==> config.mk <==
export PLATFORM = sky130hd
export DESIGN_NAME = acc_conversion_control
export DESIGN_NICKNAME = d
export VERILOG_FILES = /design/src/rtl/acc_pkg.sv /design/src/rtl/acc_conversion_control.sv
export VERILOG_INCLUDE_DIRS = /design/src /design/src/rtl
export SDC_FILE = /design/constraint.sdc
export NUM_CORES = 1
export LEC_CHECK = 0
export CORE_AREA = 3 3 75 77
export CTS_CLUSTER_DIAMETER = 80
export CTS_CLUSTER_SIZE = 12
export DETAILED_ROUTE_END_ITERATION = 10
export DIE_AREA = 0 0 78 80
export DONT_BUFFER_PORTS = 1
export GPL_TIMING_DRIVEN = 0
export PLACE_DENSITY_LB_ADDON = 0.05
export SLEW_MARGIN = 20
export SYNTH_ARGS = -nofsm -noshare
export SYNTH_HDL_FRONTEND = slang
export SYNTH_SLANG_ARGS = --single-unit
==> constraint.sdc <==
create_clock -name core_clk -period 2.31 [get_ports core_clk]
set_input_delay 0.1155 -clock core_clk [delete_from_list [all_inputs] [get_ports core_clk]]
set_output_delay 0.1155 -clock core_clk [all_outputs]
set_load 0.05 [all_outputs]
==> src/rtl/acc_consts.svh <==
// Constants for the conversion control block
`ifndef ACC_CONSTS_SVH
`define ACC_CONSTS_SVH
`define ACC_CLK_MHZ 20
`define ACC_CONV_NS 1000
`define ACC_CONV_CYC ((`ACC_CONV_NS * `ACC_CLK_MHZ) / 1000)
`define ACC_ACQ_NS 400
`define ACC_ACQ_CYC ((`ACC_ACQ_NS * `ACC_CLK_MHZ + 999) / 1000)
`define ACC_RES_BITS 16
`define ACC_MSB_FLIP 16'h8000
`define ACC_ZERO_16 16'h0000
`endif

==> src/rtl/acc_pkg.sv <==
// Types for the conversion control block
package acc_pkg;
   typedef enum logic [3:0] {
      ACC_IDLE = 4'b0001,
      ACC_CONV = 4'b0010,
      ACC_ACQ = 4'b0100,
      ACC_PDN = 4'b1000
   } acc_state_t;
   typedef struct packed {
      logic serial_parallel_sel;
      logic clock_source_sel;
      logic coding_select;
      logic low_power_sel;
      logic fast_sel;
   } acc_cfg_t;
endpackage

==> src/rtl/acc_conversion_control.sv <==
// Conversion sequencing and output interface control of a 16-bit SAR converter
// Functional notes
// A read still running when the next conversion ends loses its data and pulses the read-error flag.
// The read-error check only applies with the serial port selected and the external clock source.
// Result bits 12 to 15 are always driven as outputs regardless of interface mode.
// Busy rises at conversion start and falls once the result is latched into the shift register.
// The host may use busy falling as a data ready strobe.
// The output bus is enabled only while chip select and read strobe are both low.
// Chip select gates the external serial clock; its edges are ignored while chip select is high.
// Reset high returns the block to its reset state and aborts a running conversion.
// Power-down high lets a running conversion finish, then lowers power and blocks new starts.
// A falling edge of convert start holds the sample and begins a conversion.
// In low-power mode, convert start still low at the end of acquisition starts a conversion at once.
// The on-chip reference is on while reference disable is low and off while it is high.
// The reference buffer is on while buffer disable is low and off while it is high.
// Coding select picks straight binary or twos complement output, midscale 8000 or 0000 hex.
// A conversion aborted by reset drops busy and a new start is accepted after reset release.
`timescale 1ns/1ns
`include "acc_consts.svh"
module acc_conversion_control #(
   parameter int CONV_CYC = `ACC_CONV_CYC,
   parameter int ACQ_CYC = `ACC_ACQ_CYC
) (
   input wire logic core_clk,
   input wire logic srst,
   input wire logic convert_start_n,
   input wire logic power_down_in,
   input wire logic reference_disable,
   input wire logic buffer_disable,
   input wire acc_pkg::acc_cfg_t cfg,
   input wire logic chip_select_n,
   input wire logic read_n,
   input wire logic ext_sclk,
   input wire logic [15:0] sar_result,
   output logic busy,
   output logic sample_hold,
   output logic read_error_flag,
   output logic bus_oe_n,
   output logic [15:0] data_out,
   output logic [15:0] data_oe_n,
   output logic serial_out,
   output logic ref_enable,
   output logic buf_enable,
   output logic low_power
);
   localparam int CW = 16;
   // Two-stage synchronisers for every pin input
   logic [7:0] s1_r, s2_r;
   logic [7:0] pins;
   assign pins = {convert_start_n, power_down_in, reference_disable, buffer_disable,
                  chip_select_n, read_n, ext_sclk, 1'b0};
   // Reset to the idle pin levels: start and selects high, power-down and serial clock low,
   // so neither a false start edge nor a spurious power-down state follows reset
   always_ff @(posedge core_clk) begin
      if (srst) begin
         s1_r <= 8'hbc;
         s2_r <= 8'hbc;
      end else begin
         s1_r <= pins;
         s2_r <= s1_r;
      end
   end
   logic cnv_n_s;
   logic pd_s;
   logic refd_s;
   logic bufd_s;
   logic cs_n_s;
   logic rd_n_s;
   logic sclk_s;
   assign {cnv_n_s, pd_s, refd_s, bufd_s, cs_n_s, rd_n_s, sclk_s} = s2_r[7:1];

   acc_pkg::acc_state_t st_r, st_nxt;
   logic [CW-1:0] cnt_r, cnt_nxt;
   logic cnv_d_r, cnv_d_nxt;
   logic sclk_d_r, sclk_d_nxt;
   logic [15:0] shreg_r, shreg_nxt;
   logic [4:0] bitcnt_r, bitcnt_nxt;
   logic reading_r, reading_nxt;
   logic busy_nxt;
   logic sh_nxt;
   logic rderr_nxt;
   logic oe_n_nxt;
   logic sout_nxt;
   logic lp_nxt;
   logic [15:0] dout_nxt, doe_n_nxt;
   // Decoded events and modes, all from synchronised or same-clock signals
   logic start_edge;
   logic sclk_rise;
   logic done;
   logic slave_mode;
   logic lp_mode;

   assign lp_mode = cfg.low_power_sel & ~cfg.fast_sel;
   assign slave_mode = cfg.serial_parallel_sel & cfg.clock_source_sel;
   assign start_edge = cnv_d_r & ~cnv_n_s;
   // Only edges seen while selected advance the shifter
   assign sclk_rise = ~sclk_d_r & sclk_s & ~cs_n_s;
   assign done = (st_r == acc_pkg::ACC_CONV) && (cnt_r == CW'(CONV_CYC - 1));

   always_comb begin
      st_nxt = st_r;
      cnt_nxt = cnt_r;
      cnv_d_nxt = cnv_n_s;
      sclk_d_nxt = sclk_s;
      shreg_nxt = shreg_r;
      bitcnt_nxt = bitcnt_r;
      reading_nxt = reading_r;
      rderr_nxt = 1'b0;
      case (st_r)
         acc_pkg::ACC_IDLE: begin
            if (pd_s) begin
               st_nxt = acc_pkg::ACC_PDN;
            end else if (start_edge) begin
               st_nxt = acc_pkg::ACC_CONV;
               cnt_nxt = '0;
            end
         end
         acc_pkg::ACC_CONV: begin
            cnt_nxt = cnt_r + 1'b1;
            // Power-down is not looked at here so a running conversion completes
            if (done) begin
               // Coding: flip MSB of the binary result for twos complement
               shreg_nxt = cfg.coding_select ? sar_result : (sar_result ^ `ACC_MSB_FLIP);
               if (reading_r && slave_mode) begin
                  rderr_nxt = 1'b1; // see R01
               end
               reading_nxt = 1'b0;
               bitcnt_nxt = '0;
               cnt_nxt = '0;
               st_nxt = lp_mode ? acc_pkg::ACC_ACQ : acc_pkg::ACC_IDLE;
            end
         end
         acc_pkg::ACC_ACQ: begin
            cnt_nxt = cnt_r + 1'b1;
            if (pd_s) begin
               st_nxt = acc_pkg::ACC_PDN;
            end else if (start_edge) begin
               st_nxt = acc_pkg::ACC_CONV;
               cnt_nxt = '0;
            end else if (cnt_r == CW'(ACQ_CYC - 1)) begin
               cnt_nxt = '0;
               // Start held low through acquisition starts a conversion at once
               st_nxt = ~cnv_n_s ? acc_pkg::ACC_CONV : acc_pkg::ACC_IDLE;
            end
         end
         acc_pkg::ACC_PDN: begin
            if (!pd_s) begin
               st_nxt = acc_pkg::ACC_IDLE;
            end
         end
         default: begin
            st_nxt = acc_pkg::ACC_IDLE;
         end
      endcase
      // Serial shift in slave mode, MSB first
      if (slave_mode && sclk_rise && !done) begin
         reading_nxt = (bitcnt_r != 5'd15);
         bitcnt_nxt = bitcnt_r + 5'd1;
         shreg_nxt = {shreg_r[14:0], 1'b0};
         if (bitcnt_r == 5'd16) begin
            reading_nxt = 1'b0;
            bitcnt_nxt = bitcnt_r;
            shreg_nxt = shreg_r;
         end
      end
   end

   always_comb begin
      busy_nxt = (st_nxt == acc_pkg::ACC_CONV);
      sh_nxt = busy_nxt;
      lp_nxt = (st_nxt == acc_pkg::ACC_PDN);
      oe_n_nxt = ~(~cs_n_s & ~rd_n_s);
      sout_nxt = shreg_nxt[15];
      dout_nxt = shreg_nxt;
      doe_n_nxt[11:0] = {12{oe_n_nxt}};
      doe_n_nxt[15:12] = 4'h0;
      if (cfg.serial_parallel_sel) begin
         dout_nxt[11] = rderr_nxt;
      end
   end

   always_ff @(posedge core_clk) begin
      if (srst) begin
         // Abort: busy drops and the next start is taken after release
         st_r <= acc_pkg::ACC_IDLE; // see R08
         cnt_r <= '0;
         cnv_d_r <= 1'b1;
         sclk_d_r <= 1'b0;
         shreg_r <= `ACC_ZERO_16;
         bitcnt_r <= 5'h00;
         reading_r <= 1'b0;
         busy <= 1'b0;
         sample_hold <= 1'b0;
         read_error_flag <= 1'b0;
         bus_oe_n <= 1'b1;
         data_out <= `ACC_ZERO_16;
         data_oe_n <= 16'h0fff;
         serial_out <= 1'b0;
         ref_enable <= 1'b0;
         buf_enable <= 1'b0;
         low_power <= 1'b0;
      end else begin
         st_r <= st_nxt;
         cnt_r <= cnt_nxt;
         cnv_d_r <= cnv_d_nxt;
         sclk_d_r <= sclk_d_nxt;
         shreg_r <= shreg_nxt;
         bitcnt_r <= bitcnt_nxt;
         reading_r <= reading_nxt;
         busy <= busy_nxt;
         sample_hold <= sh_nxt;
         read_error_flag <= rderr_nxt;
         bus_oe_n <= oe_n_nxt;
         data_out <= dout_nxt;
         data_oe_n <= doe_n_nxt;
         serial_out <= sout_nxt;
         ref_enable <= ~refd_s;
         buf_enable <= ~bufd_s;
         low_power <= lp_nxt;
      end
   end
endmodule

==> results_dict.tcl <==
set metrics [dict create \
    dp_hpwl_mm 4.30 \
    drt-initial-drc-count 56 \
    cp_num_buf_inv 2 \
    ios 70 \
    yosysSeqAreaShare 0.417 \
    fmax_mhz 443 \
    ys_ff_latch 65 \
    cts_made_buffers 9 \
    ys_warn_count 0 \
    vdd_drop_max_uv 518 \
    hold_path_class "in -> reg" \
    core-area_mm2 0.00507 \
    synth_area_mm2 0.00312 \
    diodes 0 \
    min_from "sar_result[10]" \
    crit_chain "or4_4 > or3_1 > or3_4 > buf_6 > buf_6 > a211oi_2" \
    antenna_found_initial 0 \
    endpoint_kind "register" \
    yosys.area.top_type_share 0.417 \
    route.detailed.drc 0 \
    ys_top_cells_by_area "dfxtp_1, buf_4, mux2i_1" \
    setup_viol 0 \
    num_vias 2423 \
    wl_mm 6.60 \
    overflow 0 \
    die_h_um 80 \
    ys.flop_type "dfxtp_1" \
    tightest_slew_ns 0.815 \
    cp_slowest_cell "or4_4" \
    cp-startpoint "cnt_r[3]$_SDFFE_PP0P_" \
    maxSlewHeadroom 0.456 \
    path_clk_slew_ns 0.07 \
    io_buffers 0 \
    drive_above_1_share 0.235 \
    cts_root_buf "clkbuf_8" \
    status "completed" \
    area_growth_pct 18.4 \
    start_util 0.614 \
    grt_max_degree 14 \
    maxCapViolations 0 \
    grt_usage 0.213 \
    period_share 0.978 \
    hold_ws_ns 0.00950 \
    rows 26 \
    fin_area_mm2 0.00369 \
    crit_family "simple AND/OR/NAND/NOR gates" \
    rr_startpoint "cnt_r[3]$_SDFFE_PP0P_" \
    nets 411 \
    placed_area_mm2 0.00322 \
    grt_pass1_vias 2262 \
    insertion_delay_ns 0.33 \
    cts_sinks 65 \
    synth.distinct_cells 48 \
    finalHoldViolCount 0 \
    stdcell_count 453 \
    cts_buffer_depth 2 \
    combinationalPowerShare 0.076 \
    p_sw_w 0.000517 \
    final_antenna_net_count 0 \
    path_common_cell "buf_6" \
    placedCellCount 413 \
    wl_per_cell_um 14.6 \
    clkPwrFrac 0.376 \
    avgSynthCellArea_um2 9.17 \
    cts_tree "yes" \
    cp_slowest_stage_delay_ns 0.58 \
    cp_data_arrival_time_ns 2.51 \
    avgViaCountPerCell 5.35 \
    grt_pass1_wl_mm 10.3 \
    leakage_nw 1.32 \
    power_frac_seq 0.547 \
    p_int_w 0.00160 \
    die_w_um 78 \
    ys_async_sr_fraction 0 \
    power_w 0.00212 \
    yosys.area.top_type "dfxtp_1" \
    worstSetupPathType "reg -> reg" \
    rsz0062_at_grt "true" \
    gp_congestion 0.819 \
    fin_skew_ns 0.00577 \
    fin_tns_setup_ns 0 \
    slew_viol_final 0 \
    dieArea_mm2 0.00624 \
    swShare 0.244 \
    worst-path-max-fanout 10 \
    cts_max_level 3 \
    power.density_mw_per_mm2 574 \
    period_minus_slack_ns 2.26 \
    dr.pass1.iters 4 \
    cp-start-kind "register" \
    synth_edf_count 0 \
    syn-instance-count 340 \
    cp.required_ns 2.56 \
]
-- placed cells by master (no fill, tap or decap), types with 4 or more instances in the layout --
| cell | n |
|---|---|
| a211oi_2 | 11 |
| a211oi_1 | 6 |
| a21oi_1 | 4 |
| clkbuf_8 | 9 |
| nand3b_1 | 5 |
| inv_1 | 8 |
| o21ai_0 | 10 |
| or2_2 | 12 |
| o211ai_1 | 5 |
| nand2b_1 | 5 |
| nor4_1 | 4 |
| buf_2 | 4 |
| conb_1 | 4 |
| xor2_1 | 5 |
| nand2_1 | 20 |
| nor2_1 | 32 |
| dfxtp_1 | 64 |
| nand3_1 | 4 |
| dlygate4sd3_1 | 23 |
| xnor2_1 | 12 |
| buf_4 | 32 |
| mux2i_1 | 16 |
| clkbuf_1 | 14 |
| nor2b_1 | 6 |
| or3_1 | 4 |
| nor3_1 | 14 |
-- power groups by stage --
stage | registers, W | logic [W] | clock network [W]
2_1_floorplan | 0.00118 | 0.000101 | 0
3_3_place_gp | 0.00118 | 0.000118 | 0
3_5_place_dp | 0.00118 | 0.000120 | 0
4_1_cts | 0.00116 | 0.000151 | 0.000808
5_1_grt | 0.00116 | 0.000176 | 0.000863
6_report | 0.00116 | 0.000162 | 0.000797
-- cell type report --
type | instances | area, um^2
inverter | 8 | 30.0
clock inverter | 3 | 17.5
timing repair buffer | 23 | 230
fill | 404 | 1380
multi-input combinational | 221 | 1560
clock buffer | 13 | 139
buffer | 50 | 329
sequential | 65 | 1300
tap | 70 | 87.6
-- state kept, by name, indices dropped and copies added (netlist names) --
signal and count:
cnt_r 16, data_out 16, s1_r 7, s2_r 7, bitcnt_r 5, st_r 4, buf_enable 1, cnv_d_r 1
data_oe_n 1, low_power 1, read_error_flag 1, reading_r 1, ref_enable 1, sample_hold 1, sclk_d_r 1, shreg_r 1
-- worst reg2reg max path, cell delays in order, from the launching register on --
cell,delay (ns)
dfxtp_2,0.35
or4_4,0.58
or3_1,0.40
or3_4,0.34
buf_6,0.15
buf_6,0.15
a211oi_2,0.20
-- final timing paths --
kind / end / slack [ns] / depth (start not counted)
worst max register to register: data_out[15]$_SDFFE_PP0P_ / 0.05 / 6
worst min register to register: buf_enable$_SDFF_PP0_ / 0.39 / 1
worst max-delay path: data_out[15]$_SDFFE_PP0P_ / 0.05 / 6
worst min-delay path: data_out[10]$_SDFFE_PP0P_ / 0.01 / 2
-- metal layers --
metal / vias to the layer above / wire length [um] / GRT usage
met1: 1134 / 2920 / 0.255
met3: 5 / 309 / 0.0598
met4: 0 / 66 / 0.0927
met5: - / 0 / 0
met2: 57 / 3300 / 0.356
li1: 1227 / - / -
-- synth_stat cells (2+ instances only) --
cell type   n
nor4b_1     6
o211ai_1    5
nor4_1      6
and2_1      2
a211oi_2   10
nor3b_1     3
ha_1        3
a21oi_1     4
nand4_1     3
nand3b_1    5
nand3_1     4
nand2b_1    5
nand4b_1    2
a31oi_1     2
buf_4      32
xor2_1      5
o21a_1      2
xnor2_1    12
clkbuf_1   11
dfxtp_1    65
nor2_1     32
inv_1       8
buf_6       2
a211oi_1    7
nor2b_1     6
or2_2      12
o21ai_0    10
or4_1       2
nor3_1     14
nand2_1    20
or3_1       5
buf_2       4
mux2i_1    16
-- cell families after synthesis --
group                      synth area share
muxes                                0.0550
xor gates and xnor gates             0.0478
and+or+nand+nor                       0.230
DFF                                   0.417
other                               0.00120
AOI/OAI and AO/OA                     0.122
adders and majority gates            0.0120
buffers and inverters                 0.115
-- per-stage QoR --
step | worst slack [ns] | util
2_1_floorplan | 0.227 | -
3_3_place_gp | -0.101 | 0.634
3_5_place_dp | -0.0827 | 0.634
4_1_cts | 0.0344 | 0.709
5_1_grt | -0.0633 | 0.728
6_report | 0.0518 | 0.728
-- repair_timing --
item,CTS,global route
buffers inserted,0,0
pin swaps,0,1
gates resized for setup,2,14
setup endpoints to repair,10,40
gates cloned,0,1
endpoints found under the hold margin,21,2
hold buffers,21,2
Note: power is estimated with default switching activity, not from simulation.
